<file path="src/hw/phy_strap_params.svh">
// constants of the strap and mode control block: register indices, field
// positions, reset values and timing counts
// assumes inclusion by bare name from any file that needs them
`ifndef PHY_STRAP_PARAMS_SVH
`define PHY_STRAP_PARAMS_SVH

// register indices, byte address is four times the index
`define IDX_CTRL 5'h00
`define IDX_STAT 5'h01
`define IDX_ADV 5'h04
`define IDX_VEND 5'h10
`define IDX_PINS 5'h18

// control register fields
`define CTRL_SOFT_RESET 15
`define CTRL_SPEED 13
`define CTRL_AN_EN 12
`define CTRL_LOW_POWER 11
`define CTRL_FLOAT 10
`define CTRL_DUPLEX 8

// status register fields
`define STAT_AB_LSB 11
`define STAT_AN_ABILITY 3
`define STAT_EXT_CAP 0

// advertisement register fields
`define ADV_AB_LSB 5
`define ADV_SELECTOR 16'h0001

// vendor register fields
`define VEND_REPEATER 15

// reset values of writable bits
`define RST_LOW_POWER 1'b0
`define RST_REPEATER 1'b0

// timing counts in pclk cycles
`define STRAP_SETTLE_CYCLES 2'h3
`define SQE_CYCLES 4'h4

`endif

</file>
<file path="src/hw/phy_strap_pkg.sv">
// types shared by the strap and mode control block
// assumes the constants header is included where numbers are needed
package phy_strap_pkg;

  // reset sequencer: wait for synchronised straps, load defaults, run
  typedef enum logic [1:0] {
    RS_SETTLE,
    RS_LOAD,
    RS_RUN
  } rst_state_t;

  // four technology abilities: 100 full, 100 half, 10 full, 10 half
  typedef logic [3:0] ability_t;

endpackage

</file>
<file path="src/hw/phy_strap_mode_control.sv">
// strap and mode control of a 10/100 transceiver with an APB register port
// assumes tx_active, rx_active, collision_det and tx_done come from logic on
// pclk; straps and control pins are asynchronous board levels
//
// Local design decisions: the address map and register access over APB.
`timescale 1ns/1ps
`include "phy_strap_params.svh"

module phy_strap_mode_control #(
  parameter int ADDR_W = 12
) (
  // clock and resets
  input wire logic pclk,
  input wire logic presetn,
  input wire logic power_on_reset_n,
  // apb slave
  input wire logic psel,
  input wire logic penable,
  input wire logic pwrite,
  input wire logic [ADDR_W-1:0] paddr,
  input wire logic [31:0] pwdata,
  output logic [31:0] prdata,
  output logic pready,
  output logic pslverr,
  // board straps and control pins
  input wire logic low_power_request,
  input wire logic float_pin,
  input wire logic float_default_strap,
  input wire logic autoneg_allow_strap,
  input wire logic [2:0] ability_select_strap,
  input wire logic repeater_strap,
  // activity from the data path
  input wire logic tx_active,
  input wire logic rx_active,
  input wire logic collision_det,
  input wire logic tx_done,
  // mode outputs
  output logic low_power,
  output logic mii_oe,
  output logic crs,
  output logic col,
  output logic autoneg_enable,
  output logic speed_100,
  output logic full_duplex,
  output logic repeater_mode
);

  initial begin
    if (ADDR_W < 8) begin
      $error("phy_strap_mode_control: ADDR_W must be at least 8");
    end
  end

  // both reset sources act on every flop
  logic chip_rst_n;
  assign chip_rst_n = presetn & power_on_reset_n;

  // synchronised pins
  logic [7:0] pins_sync;
  logic lp_pin_s, float_pin_s, float_def_s, an_allow_s, repeater_strap_s;
  logic [2:0] ability_s;

  strap_sync #(
    .WIDTH(8)
  ) u_sync (
    .clk(pclk),
    .rst_n(chip_rst_n),
    .pin_in({low_power_request, float_pin, float_default_strap, autoneg_allow_strap,
              ability_select_strap, repeater_strap}),
    .pin_sync(pins_sync)
  );

  assign lp_pin_s = pins_sync[7];
  assign float_pin_s = pins_sync[6];
  assign float_def_s = pins_sync[5];
  assign an_allow_s = pins_sync[4];
  assign ability_s = pins_sync[3:1];
  assign repeater_strap_s = pins_sync[0];

  // control state
  phy_strap_pkg::rst_state_t rs_r;
  logic [1:0] settle_r;
  logic an_en_r, lp_bit_r, float_bit_r, speed_r, duplex_r, repeater_strap_bit_r;
  logic [2:0] ability_r;
  logic [3:0] sqe_cnt_r;

  // repeater mode from strap or vendor bit
  logic repeater_strap_act;
  assign repeater_strap_act = repeater_strap_s | repeater_strap_bit_r;

  // ability decode of the latched code, and of the live strap for loading
  phy_strap_pkg::ability_t stat_ab, adv_ab;
  logic ld_speed, ld_full;

  ability_decode u_dec (
    .code(ability_r),
    .repeater(repeater_strap_act),
    .stat_ab(stat_ab),
    .adv_ab(adv_ab),
    .def_speed100(),
    .def_full()
  );

  ability_decode u_dec_ld (
    .code(ability_s),
    .repeater(repeater_strap_s),
    .stat_ab(),
    .adv_ab(),
    .def_speed100(ld_speed),
    .def_full(ld_full)
  );

  // apb decode; the access phase takes one wait state
  logic acc, wr_fire, rd_fire, mapped, aligned;
  logic [4:0] idx;
  assign acc = psel & penable;
  assign aligned = (paddr[1:0] == 2'h0) && (paddr[ADDR_W-1:7] == '0);
  assign idx = paddr[6:2];
  assign mapped = aligned && ((idx == `IDX_CTRL) || (idx == `IDX_STAT) ||
                  (idx == `IDX_ADV) || (idx == `IDX_VEND) || (idx == `IDX_PINS));
  assign wr_fire = acc & pready & pwrite & mapped;
  assign rd_fire = acc & ~pready & ~pwrite;

  // soft reset request from a control write
  logic soft_req;
  assign soft_req = wr_fire && (idx == `IDX_CTRL) && pwdata[`CTRL_SOFT_RESET];

  // reset sequencer: settle synchronisers, load straps, then run
  always_ff @(posedge pclk or negedge chip_rst_n) begin
    if (!chip_rst_n) begin
      rs_r <= phy_strap_pkg::RS_SETTLE;
      settle_r <= `STRAP_SETTLE_CYCLES;
    end else begin
      case (rs_r)
        phy_strap_pkg::RS_SETTLE: begin
          if (settle_r == 2'h1) begin
            rs_r <= phy_strap_pkg::RS_LOAD;
          end
          settle_r <= settle_r - 2'h1;
        end
        phy_strap_pkg::RS_LOAD: begin
          rs_r <= phy_strap_pkg::RS_RUN;
        end
        phy_strap_pkg::RS_RUN: begin
          if (soft_req) begin
            rs_r <= phy_strap_pkg::RS_LOAD;
          end
        end
        default: begin
          rs_r <= phy_strap_pkg::RS_SETTLE;
        end
      endcase
    end
  end

  // control register bits, defaults loaded from straps on every reset, low power from its reset constant
  always_ff @(posedge pclk or negedge chip_rst_n) begin
    if (!chip_rst_n) begin
      an_en_r <= 1'b0;
      lp_bit_r <= `RST_LOW_POWER;
      float_bit_r <= 1'b0;
      speed_r <= 1'b0;
      duplex_r <= 1'b0;
      repeater_strap_bit_r <= `RST_REPEATER;
      ability_r <= 3'h0;
    end else if (rs_r == phy_strap_pkg::RS_LOAD) begin
      an_en_r <= an_allow_s;
      lp_bit_r <= `RST_LOW_POWER;
      float_bit_r <= float_def_s;
      speed_r <= ld_speed;
      duplex_r <= ld_full & ~repeater_strap_s;
      repeater_strap_bit_r <= `RST_REPEATER;
      ability_r <= ability_s;
    end else if (wr_fire && !soft_req && rs_r == phy_strap_pkg::RS_RUN) begin
      if (idx == `IDX_CTRL) begin
        an_en_r <= pwdata[`CTRL_AN_EN] & an_allow_s;
        lp_bit_r <= pwdata[`CTRL_LOW_POWER];
        float_bit_r <= pwdata[`CTRL_FLOAT];
        speed_r <= pwdata[`CTRL_SPEED];
        duplex_r <= pwdata[`CTRL_DUPLEX] & ~repeater_strap_act;
      end
      if (idx == `IDX_VEND) begin
        repeater_strap_bit_r <= pwdata[`VEND_REPEATER];
      end
    end else begin
      if (repeater_strap_act) begin
        duplex_r <= 1'b0;
      end
      if (!an_allow_s) begin
        an_en_r <= 1'b0;
      end
    end
  end

  // read data mux
  logic [15:0] rd_val;
  always_comb begin
    rd_val = 16'h0000;
    case (idx)
      `IDX_CTRL: begin
        rd_val[`CTRL_SOFT_RESET] = (rs_r != phy_strap_pkg::RS_RUN);
        rd_val[`CTRL_SPEED] = speed_r;
        rd_val[`CTRL_AN_EN] = an_en_r;
        rd_val[`CTRL_LOW_POWER] = lp_bit_r;
        rd_val[`CTRL_FLOAT] = float_bit_r;
        rd_val[`CTRL_DUPLEX] = duplex_r;
      end
      `IDX_STAT: begin
        rd_val[`STAT_AB_LSB +: 4] = stat_ab;
        rd_val[`STAT_AN_ABILITY] = an_allow_s;
        rd_val[`STAT_EXT_CAP] = 1'b1;
      end
      `IDX_ADV: begin
        rd_val = `ADV_SELECTOR;
        rd_val[`ADV_AB_LSB +: 4] = adv_ab;
      end
      `IDX_VEND: begin
        rd_val[`VEND_REPEATER] = repeater_strap_bit_r;
      end
      `IDX_PINS: begin
        rd_val = {6'h00, lp_pin_s | lp_bit_r, float_pin_s | float_bit_r, pins_sync};
      end
      default: begin
        rd_val = 16'h0000;
      end
    endcase
  end

  // apb answer: ready one cycle into the access phase, error if unmapped
  always_ff @(posedge pclk or negedge chip_rst_n) begin
    if (!chip_rst_n) begin
      pready <= 1'b0;
      pslverr <= 1'b0;
      prdata <= 32'h00000000;
    end else begin
      pready <= acc & ~pready;
      pslverr <= acc & ~pready & ~mapped;
      if (rd_fire) begin
        prdata <= mapped ? {16'h0000, rd_val} : 32'h00000000;
      end
    end
  end

  // collision test window after each 10 Mb/s transmission outside repeater mode
  always_ff @(posedge pclk or negedge chip_rst_n) begin
    if (!chip_rst_n) begin
      sqe_cnt_r <= 4'h0;
    end else if (tx_done && !speed_r && !repeater_strap_act) begin
      sqe_cnt_r <= `SQE_CYCLES;
    end else if (sqe_cnt_r != 4'h0) begin
      sqe_cnt_r <= sqe_cnt_r - 4'h1;
    end
  end

  // mode and MII outputs, all registered
  always_ff @(posedge pclk or negedge chip_rst_n) begin
    if (!chip_rst_n) begin
      low_power <= 1'b0;
      mii_oe <= 1'b0;
      crs <= 1'b0;
      col <= 1'b0;
      autoneg_enable <= 1'b0;
      speed_100 <= 1'b0;
      full_duplex <= 1'b0;
      repeater_mode <= 1'b0;
    end else begin
      low_power <= lp_pin_s | lp_bit_r;
      mii_oe <= ~(float_pin_s | float_bit_r) && (rs_r == phy_strap_pkg::RS_RUN);
      if (lp_pin_s | lp_bit_r) begin
        crs <= 1'b0;
        col <= 1'b0;
      end else begin
        crs <= repeater_strap_act ? rx_active : (tx_active | rx_active);
        col <= collision_det | ((sqe_cnt_r != 4'h0) & ~repeater_strap_act);
      end
      autoneg_enable <= an_en_r & an_allow_s;
      speed_100 <= speed_r;
      full_duplex <= duplex_r & ~repeater_strap_act;
      repeater_mode <= repeater_strap_act;
    end
  end

endmodule

</file>
<file path="src/hw/strap_sync.sv">
// two-flop synchroniser for a group of board pins
// assumes pins are static or slow compared to clk
`timescale 1ns/1ps

module strap_sync #(
  parameter int WIDTH = 1
) (
  // clock and reset
  input wire logic clk,
  input wire logic rst_n,
  // pins and synchronised copies
  input wire logic [WIDTH-1:0] pin_in,
  output logic [WIDTH-1:0] pin_sync
);

  initial begin
    if (WIDTH < 1) begin
      $error("strap_sync: WIDTH must be at least 1");
    end
  end

  // one pair of flops per pin; the first flop feeds only the second
  genvar i;
  generate
    for (i = 0; i < WIDTH; i = i + 1) begin : g_bit
      logic meta_r;
      always_ff @(posedge clk or negedge rst_n) begin
        if (!rst_n) begin
          meta_r <= 1'b0;
          pin_sync[i] <= 1'b0;
        end else begin
          meta_r <= pin_in[i];
          pin_sync[i] <= meta_r;
        end
      end
    end
  endgenerate

endmodule

</file>
<file path="src/hw/ability_decode.sv">
// decodes the 3-bit technology ability code into ability sets and defaults
// assumes callers register the results; purely combinational
`timescale 1ns/1ps

module ability_decode (
  // code and mode
  input wire logic [2:0] code,
  input wire logic repeater,
  // decoded abilities
  output phy_strap_pkg::ability_t stat_ab,
  output phy_strap_pkg::ability_t adv_ab,
  output logic def_speed100,
  output logic def_full
);

  phy_strap_pkg::ability_t raw;

  // ability order: [3] 100 full, [2] 100 half, [1] 10 full, [0] 10 half
  always_comb begin
    case (code)
      3'h0: raw = 4'h0;
      3'h1: raw = 4'h1;
      3'h2: raw = 4'h4;
      3'h3: raw = 4'h5;
      3'h4: raw = 4'h0;
      3'h5: raw = 4'h3;
      3'h6: raw = 4'hc;
      default: raw = 4'hf;
    endcase
  end

  // code 000 advertises nothing yet parallel detect may pick either speed
  always_comb begin
    stat_ab = raw;
    adv_ab = raw;
    if (code == 3'h0) begin
      stat_ab = 4'h5;
      adv_ab = 4'h0;
    end
    if (repeater) begin
      stat_ab = stat_ab & 4'h5;
      adv_ab = adv_ab & 4'h5;
    end
    def_speed100 = stat_ab[3] | stat_ab[2];
    def_full = stat_ab[3] | stat_ab[1];
  end

endmodule

</file>
<file path="config.mk">
export PLATFORM = sky130hd
export DESIGN_NAME = phy_strap_mode_control
export DESIGN_NICKNAME = d
export VERILOG_FILES = /design/src/hw/phy_strap_pkg.sv /design/src/hw/phy_strap_mode_control.sv /design/src/hw/strap_sync.sv /design/src/hw/ability_decode.sv
export VERILOG_INCLUDE_DIRS = /design/src /design/src/hw
export SDC_FILE = /design/constraint.sdc
export NUM_CORES = 1
export LEC_CHECK = 0
export BUFFER_PORTS_ARGS = -buffer_cell sky130_fd_sc_hd__buf_2
export CORE_ASPECT_RATIO = 0.9
export CORE_MARGIN = 2
export CORE_UTILIZATION = 45
export DETAILED_ROUTE_END_ITERATION = 16
export PLACE_DENSITY = 0.75
export SYNTH_ARGS = -nofsm -noshare
export SYNTH_HDL_FRONTEND = slang
export SYNTH_SLANG_ARGS = --single-unit
</file>
<file path="constraint.sdc">
create_clock -name pclk -period 2.4 [get_ports pclk]
set_input_delay 0.24 -clock pclk [delete_from_list [all_inputs] [get_ports pclk]]
set_output_delay 0.24 -clock pclk [all_outputs]
set_load 0.03 [all_outputs]
</file>
---- Yosys cells after proc, flatten, opt, wreduce, memory -nomap -nowiden ----
Index checks and enable logic that the tools add are counted.
word-level totals
  input bits .............................. 62
  output and inout bits ................... 42
  flip-flop bits (word level) ............. 75
  word-level logic and storage cells ...... 171
operators by class
  multiplexer cells ....................... 47
  bitwise operators ....................... 27
  equal/unequal tests ..................... 24
  add/sub/neg operators ................... 2
  reduce and logical (&&, ||, !) cells .... 34
operators with widths
  cell                                           count
  one-hot mux 4 bit (6 select lines)             2
  two-way mux 4 bit                              8
  two-way mux 1 bit                              26
  == test 3 bit, second input constant           6
  two-way mux 16 bit                             1
  bitwise AND 1 bit                              14
  == test 3 x 2 -> 1 bit, second input constant  4
  == test 5 bit, second input constant           2
  logical NOT 5 bit                              2
  AND reduction 2 bit                            5
  logical AND 1 bit                              9
  one-hot mux 4 bit (2 select lines)             1
  nonzero test 2 bit                             4
  OR 1 bit                                       7
  == test 3 x 1 -> 1 bit, second input constant  2
  logical NOT 3 bit                              2
  two-way mux 2 bit                              3
  != test 2 bit, second input constant           3
  != test 3 bit, second input constant           2
  inverter 1 bit                                 6
  one-hot mux 1 bit (2 select lines)             3
  one-hot mux 2 bit (3 select lines)             1
  one-hot mux 3 bit (2 select lines)             1
  == test 5 x 1 -> 1 bit, second input constant  1
  other kinds (12)                               19

---- Longest topological paths before layout ----
Gate-level depths: netlist (run 1).
  depth after elaboration ................. 14
  mapped depth ............................ 7
  mapped depth without buffers ............ 5

---- Hierarchy ----
A second synthesis (run 1) with hierarchy kept.
unflattened totals
  cell total of the unflattened synthesis .. 255
  area, all modules ....................... 2686.3 sq um
by module, submodules not included
  module                  area an instance (sq um)  sequential area each (sq um)  instances  cells an instance
  phy_strap_mode_control  2125.8                    1078.5                        1          217
  strap_sync              400.4                     400.4                         1          16
  ability_decode          80.1                      0.0                           2          11

---- Worst setup path before layout (run 1) ----
Ideal clock, no wire load.
  kind .................................... reg-to-reg
  start point ............................. register pready
  end point ............................... register an_en_r
  arrival time ............................ 1.792 ns
  stages on the path, launching flop included .. 6
  setup slack ............................. 0.487 ns
  buffers on the path ..................... 0
  required time ........................... 2.279 ns
  clock period less this slack ............ 1.913 ns
  setup time .............................. 0.121 ns
  path through ............................ dfrtp_1 -> and4_1 -> nand4_2 -> a211oi_4 -> mux2_2 -> a22o_1
on the way
  cells in the longest elaborated chain, start to end .. 10
  elaborated cells between the ends (all ways) .. 13
  those cells by class .................... eq/ne: 2; mux: 2; bitwise: 3; reduce/logical: 6
ends and longest elaborated chain
  element                                                                    line                           source
  start: declaration                                                         phy_strap_mode_control.sv:23   output logic pready,
  start signal: assignment                                                   phy_strap_mode_control.sv:236  pready <= acc & ~pready;
  bitwise AND 1 bit * (3 in a row)                                           phy_strap_mode_control.sv:121  assign wr_fire = acc & pready & pwrite & mapped;
  logical AND 1 bit (2 in a row)                                             phy_strap_mode_control.sv:126  assign soft_req = wr_fire && (idx == `IDX_CTRL) && pwdata[`CTRL_SOFT_RESET];
  logical NOT 1 bit                                                          phy_strap_mode_control.sv:174  end else if (wr_fire && !soft_req && rs_r == phy_strap_pkg::RS_RUN) begin
  logical AND 1 bit * (2 in a row)                                           phy_strap_mode_control.sv:174
  != test 3 bit (no line) / two-way mux 1 bit (equally long branches)        -
  AND reduction 2 bit (no line) / two-way mux 1 bit (equally long branches)  -
  end signal: assignment                                                     phy_strap_mode_control.sv:167  an_en_r <= an_allow_s;
  end signal: assignment                                                     phy_strap_mode_control.sv:176  an_en_r <= pwdata[`CTRL_AN_EN] & an_allow_s;
  end: declaration                                                           phy_strap_mode_control.sv:83   logic an_en_r, lp_bit_r, float_bit_r, speed_r, duplex_r, repeater_strap_bit_r;
Every way passes the cells marked *; elsewhere a longest branch is shown, timed or not.
A chain may end at the register's enable or synchronous reset.

---- Final worst setup path (run 1) ----
Same ends and word-level chain as after synthesis.

==> results.cfg, run 1 <==
[floorplanning]
die_width_um = 84.28
dieHeight_um = 76.25
core_um2 = 5628
start_util = 0.4638
boundaryPins = 104
die_area_um2 = 6426
num_rows = 26

[sta]
unrepaired_setup_endpoints_after_global_routing = false
post-route-min-period_ns = 1.874
worst_relative_slew_slack = 0.6169
tightestPinTransition_ns = 0.5746
final_setup_skew_ns = 0.01038
fmax_mhz = 533.6
min_period_over_period = 0.7809
tns_ns = 0
timing.final.hold_violations = 0
setup_violations = 0
fin_worst_hold_slack_ns = 0.01184
final-max-slew-violation-count = 0

[clocking]
cts_tree = yes
clk_latency_ns = 0.34
h_tree_depth = 3
clk_transition_reported_paths_ns = 0.06
postCtsResizedCells = 0
count_of_clock_tree_sinks = 59
clock_tree.root_cell = sky130_fd_sc_hd__clkbuf_8
clock_path_buffers = 2
cts-buffers-inserted = 9

[worst_setup_path]
critPathCaptureType = register
arrival_ns = 2.10
critical-path-top-delay-family = compound AO/OA/AOI/OAI gates
crit_path_max_incr_delay_ns = 0.41
timing.critical_path.fanout_max = 6
crit_chain = and4_1 > nand4_2 > a211oi_4 > mux2_2 > a22o_1
required_ns = 2.63
crit_slowest_cell = sky130_fd_sc_hd__dfrtp_1
path_class = reg2reg
timing.critical_path.from_type = register
path_buf_inv = 0

[synth]
synth_area_um2 = 2610
synth-seq-cells = 59
synth-warning-count = 0
synth-seq-area-share = 0.5666
avg_cell_area_syn_um2 = 10.48
post_synth_num_cell_types = 47
dominantRegCellSynth = sky130_fd_sc_hd__dfrtp_1
synth-edff-count = 0
synthCells = 249
asyncSetResetFlopFracSynth = 1.000

[power_and_ir_drop]
power.leakage_nw = 1.578
p_per_area_nw_per_um2 = 720.5
power_switching_share = 0.2559
share_of_power_burned_in_the_clock_network = 0.412
sequentialPowerShare = 0.465
power.internal_w = 0.001740
irDropWorstVdd_v = 0.0004283
power.combinational.fraction = 0.123
p_switching_w = 0.0005985

[global_routing]
grt_overall_usage = 0.1790
grt_pass1_wl_um = 8894
grt_antenna_before_repair = 0
grt.overflow.total = 0
grt_pass1_vias = 1853
grt_max_degree = 39

[finish]
finish.cell_count_without_fillers = 401
drive_gt1_frac = 0.2749
final_standard_cell_utilization_of_the_core = 0.5767
num-nets-final = 390
area_growth_synth_to_finish_pct = 24.35
antenna_cells = 0

[drt]
postRouteAntennaNets = 0
met2_wirelength_um = 2481
routed_via_density = 4.928
route.met3.wl_um = 366
wl_um = 5153
num_vias = 1976
wl_per_cell_um = 12.85
routedLengthMet1_um = 2201
drc = 0
drt_iter0_drc = 92
routed.top_layer = met4
drtPass1Iterations = 5

[place]
dp_hpwl_um = 3815
routabilityCongestion = 0.8025
post-place-cells = 375
io_buffers = 61

[run]
timing.max_cap.violations = 0

[run_status]
run_status = completed

[hold_path]
hp-class = in2reg
## state kept, by name, indices dropped and copies added (netlist names), 2 cells and up
register and cells:
settle_r 2, ability_r 3, u_sync.pin_sync 8, prdata 16
sqe_cnt_r 4, rs_r 2, u_sync.g_bit.meta_r 8
## through the flow
step	total power (W)	area (um2)	worst slack, ns
after detailed placement	0.001380	2937	0.5138
after CTS	0.002356	3246	0.5342
after global routing	0.002449	3246	0.4334
final	0.002338	3246	0.5259
after floorplan	0.001313	2666	0.3672
after global placement	0.001367	2937	0.5302
## placed cells by master, fill, tap and decap left out, types with 3 or more instances in the layout
cell type	synthesis	layout
sky130_fd_sc_hd__nor2_1	18	18
sky130_fd_sc_hd__nand3_1	5	5
sky130_fd_sc_hd__nor3_1	9	9
sky130_fd_sc_hd__inv_1	6	6
sky130_fd_sc_hd__mux2i_1	5	5
sky130_fd_sc_hd__clkbuf_8	0	9
sky130_fd_sc_hd__dlygate4sd3_1	0	10
sky130_fd_sc_hd__conb_1	1	16
sky130_fd_sc_hd__a22oi_1	5	5
sky130_fd_sc_hd__nand2_1	44	44
sky130_fd_sc_hd__a211oi_1	3	3
sky130_fd_sc_hd__and2_1	5	4
sky130_fd_sc_hd__buf_2	1	61
sky130_fd_sc_hd__dfrtp_1	57	57
sky130_fd_sc_hd__a21oi_1	5	5
sky130_fd_sc_hd__buf_4	16	3
sky130_fd_sc_hd__o21ai_0	18	18
## synth_stat cells, types with 6 or more instances
library cell | count | area, um2
sky130_fd_sc_hd__nand2_1 | 44 | 165.2
sky130_fd_sc_hd__dfrtp_1 | 57 | 1426
sky130_fd_sc_hd__buf_4 | 16 | 120.1
sky130_fd_sc_hd__nor3_1 | 9 | 45.04
sky130_fd_sc_hd__nor2_1 | 18 | 67.56
sky130_fd_sc_hd__inv_1 | 6 | 22.52
sky130_fd_sc_hd__o21ai_0 | 18 | 90.09
## cell type report
type	instances	area (um2)
flip-flops and latches	59	1479
multi-input cells	175	999.7
clock inverters	5	77.57
inverters	6	22.52
fillers	489	2382
well taps	70	87.58
repair buffers	75	447.9
clock buffers	11	131.4
## cell families (layout without fill, tap and decap cells)
kind of cell               after synthesis  in the layout  synth area share
AOI/OAI and AO/OA                       45             45            0.1141
xor gates and xnor gates                 2              2          0.006713
adders and majority gates                2              2          0.009586
buffers and inverters                   30             97           0.07239
DFF                                     59             59            0.5666
muxes                                    7              7           0.02780
other                                    1             16          0.001437
and+or+nand+nor                        103            103            0.2013
## worst paths after layout
kind | startpoint | end | slack [ns] | cells past startpoint
max in group asynchronous | presetn | an_en_r | 0.87 | 4
min reg2reg | u_sync.g_bit[2].meta_r | u_sync.pin_sync[2] | 0.34 | 0
min | low_power_request | u_sync.g_bit[7].meta_r | 0.01 | 1
max reg2reg | pready | an_en_r | 0.53 | 5
min in group asynchronous | power_on_reset_n | u_sync.g_bit[5].meta_r | 0.47 | 3
max | pready | an_en_r | 0.53 | 5
## what timing repair did
item / in CTS / in global routing
buffers inserted: 0 / 0
endpoints found under the hold margin: 22 / 0
hold buffers: 10 / 0
## power groups by stage
stage                     combinational (W)  sequential [W]  clock (W)
after floorplan                    0.000203         0.00111          0
after global routing               0.000327         0.00109    0.00103
after CTS                          0.000290         0.00109   0.000980
after global placement             0.000266         0.00110          0
after detailed placement           0.000276         0.00110          0
final                              0.000287         0.00109   0.000964
## per-layer routing
metal / vias up / track usage
li1: 980 / -
met1: 916 / 0.2313
met2: 72 / 0.2698
met3: 8 / 0.05959
met4: 0 / 0.08871
met5: - / 0
Note: power is estimated with default switching activity, not from simulation.
==> run 2: changes to the inputs <==
--- a/config.mk
+++ b/config.mk
@@ -9,7 +9,7 @@
 export BUFFER_PORTS_ARGS = -buffer_cell sky130_fd_sc_hd__buf_2
 export CORE_ASPECT_RATIO = 0.9
 export CORE_MARGIN = 2
-export CORE_UTILIZATION = 45
+export CORE_UTILIZATION = 43
 export DETAILED_ROUTE_END_ITERATION = 16
 export PLACE_DENSITY = 0.75
 export SYNTH_ARGS = -nofsm -noshare
==> constraint.sdc (replaced) <==
create_clock -name pclk -period 1.65 [get_ports pclk]
set_input_delay 0.165 -clock pclk [delete_from_list [all_inputs] [get_ports pclk]]
set_output_delay 0.165 -clock pclk [all_outputs]
set_load 0.03 [all_outputs]
==> results.cfg, run 2 (same netlist as run 1, synthesis figures left out) <==
[finish]
final.fill_count = 487
largest_register_ff_count = 16
finish.instance_area_um2 = 3420
num-nets-final = 409
drive_gt1_frac = 0.3314
layout.cells.most_common_list = sky130_fd_sc_hd__buf_2, sky130_fd_sc_hd__dfrtp_1, sky130_fd_sc_hd__nand2_1
layout_commonest_cell = sky130_fd_sc_hd__buf_2
reg_top3 = prdata (16), u_sync.g_bit.meta_r (8), u_sync.pin_sync (8)
area_growth_synth_to_finish_pct = 31.02
final_standard_cell_utilization_of_the_core = 0.5939
antenna_cells = 0
largest_register = prdata

[worst_setup_path]
path_class = reg2reg
critical-path-top-delay-family = compound AO/OA/AOI/OAI gates
timing.critical_path.from_type = register
path_buf_inv = 0
crit_chain = and4_4 > nand4_4 > a211oi_4 > mux2_4 > a22o_1
timing.reg2reg.worst_path_depth = 5
critPathCaptureType = register
critPathCapture = an_en_r
timing.critical_path.fanout_max = 3
setup.worst_path.start = pready
cp.depth = 5
crit_slowest_cell = sky130_fd_sc_hd__dfrtp_2
crit_path_max_incr_delay_ns = 0.36
arrival_ns = 1.88
worst_r2r_endpoint = an_en_r
required_ns = 1.87
setup.reg_to_reg.worst_slack_ns = -0.02
worst_r2r_startpoint = pready

[floorplanning]
die_width_um = 86.13
num_rows = 26
start_util = 0.4533
dieHeight_um = 77.91
boundaryPins = 104
die_area_um2 = 6710
core_um2 = 5758

[drt]
routed.top_layer = met4
routed_via_density = 5.026
drt_iter0_drc = 78
routedLengthMet1_um = 2550
wl_um = 5832
postRouteAntennaNets = 0
drtPass1Iterations = 4
route.met3.wl_um = 416
wl_per_cell_um = 13.89
drc = 0
met2_wirelength_um = 2791
num_vias = 2111

[hold_path]
hold_path.startpoint = rx_active
hp-class = in2reg

[sta]
post-route-min-period_ns = 1.665
final_setup_skew_ns = 0.006965
final-max-slew-violation-count = 0
timing.final.hold_violations = 0
min_period_over_period = 1.009
setup_violations = 1
fmax_mhz = 600.5
unrepaired_setup_endpoints_after_global_routing = true
fin_ws_ns = -0.01518

[clocking]
cts-buffers-inserted = 9
clock_path_buffers = 2
cts_tree = yes
clock_tree.root_cell = sky130_fd_sc_hd__clkbuf_8
count_of_clock_tree_sinks = 59
h_tree_depth = 3
clk_transition_reported_paths_ns = 0.06
clk_latency_ns = 0.34

[global_routing]
grt_pass1_wl_um = 9880
grt_antenna_before_repair = 0
grt_max_degree = 60
grt.overflow.total = 0
grt_overall_usage = 0.1927
grt_pass1_vias = 2101

[place]
io_buffers = 61
dp_hpwl_um = 4247
routabilityCongestion = 0.8054
place_area_um2 = 3080

[power_and_ir_drop]
p_per_area_nw_per_um2 = 988.5
power.leakage_nw = 1.671
irDropWorstVdd_v = 0.001001

[run_status]
run_status = finished, violations left
violations = negative setup slack

[run]
timing.max_cap.violations = 0
[run 2: cell types whose count changed in the layout (fill, tap and decap cells not counted), moves of 2 or more]
cell,before,now
sky130_fd_sc_hd__clkinvlp_4,1,3
sky130_fd_sc_hd__clkbuf_8,9,11
sky130_fd_sc_hd__mux2_4,0,2
sky130_fd_sc_hd__clkinv_2,2,0
sky130_fd_sc_hd__mux2_2,2,0
sky130_fd_sc_hd__clkbuf_1,2,0
sky130_fd_sc_hd__buf_4,3,22
[run 2: final cells by class]
cell class / count / area, um2 / area share
Clock buffer: 11 / 151.4 / 0.04427
Clock inverter: 5 / 61.31 / 0.01793
Inverter: 6 / 22.52 / 0.006586
Multi-Input combinational cell: 175 / 1026 / 0.3000
Sequential cell: 59 / 1480 / 0.4329
Tap cell: 70 / 87.58 / 0.02561
Timing Repair Buffer: 94 / 590.6 / 0.1727
[run 2: what timing repair did]
item,4_1_cts,5_1_grt
setup buffers,0,2
hold endpoints to repair,65,0
hold buffers,10,0
setup endpoints to repair,1,3
gates resized for setup,1,2
pin swaps,0,1
[run 2: how the worst min path moves through the flow]
stage,to,slack [ns],cells past startpoint
2_1_floorplan,u_sync.g_bit[0].meta_r,0.20,0
3_3_place_gp,u_sync.g_bit[5].meta_r,0.27,1
3_5_place_dp,u_sync.g_bit[1].meta_r,0.27,1
4_1_cts,crs,0.04,3
5_1_grt,crs,0.07,3
6_report,crs,0.05,3
[run 2: per-stage QoR]
step | TNS (ns) | worst slack, ns | power [W] | instances | hold WS [ns]
after CTS | 0 | 0.03006 | 0.003416 | 418 | 0.03535
after detailed placement | -0.2251 | -0.06786 | 0.002034 | 392 | 0.2743
after global placement | -0.06639 | -0.03367 | 0.002009 | 392 | 0.2735
after floorplan | -0.09125 | -0.04942 | 0.001913 | 264 | 0.1964
after global routing | -0.1617 | -0.1049 | 0.003568 | 420 | 0.06923
final | -0.01518 | -0.01518 | 0.003380 | 420 | 0.05483
[run 2: where the power goes]
| part | switching [W] | leakage [nW] | internal (W) |
|---|---|---|---|
| logic | 0.000271 | 0.818 | 0.000171 |
| clock network | 0.000575 | 0.0978 | 0.000781 |
| registers | 0.0000524 | 0.755 | 0.00153 |
[run 2: worst reg2reg max path: stages (launching register included)]
cell	delay, ns
sky130_fd_sc_hd__dfrtp_2	0.36
sky130_fd_sc_hd__and4_4	0.24
sky130_fd_sc_hd__nand4_4	0.13
sky130_fd_sc_hd__a211oi_4	0.33
sky130_fd_sc_hd__mux2_4	0.33
sky130_fd_sc_hd__a22o_1	0.17
[run 2: per-layer routing]
layer,up-vias,global-route usage
met5,-,0
met4,0,0.07937
met3,6,0.06170
met2,77,0.3008
met1,1007,0.2469
li1,1021,-
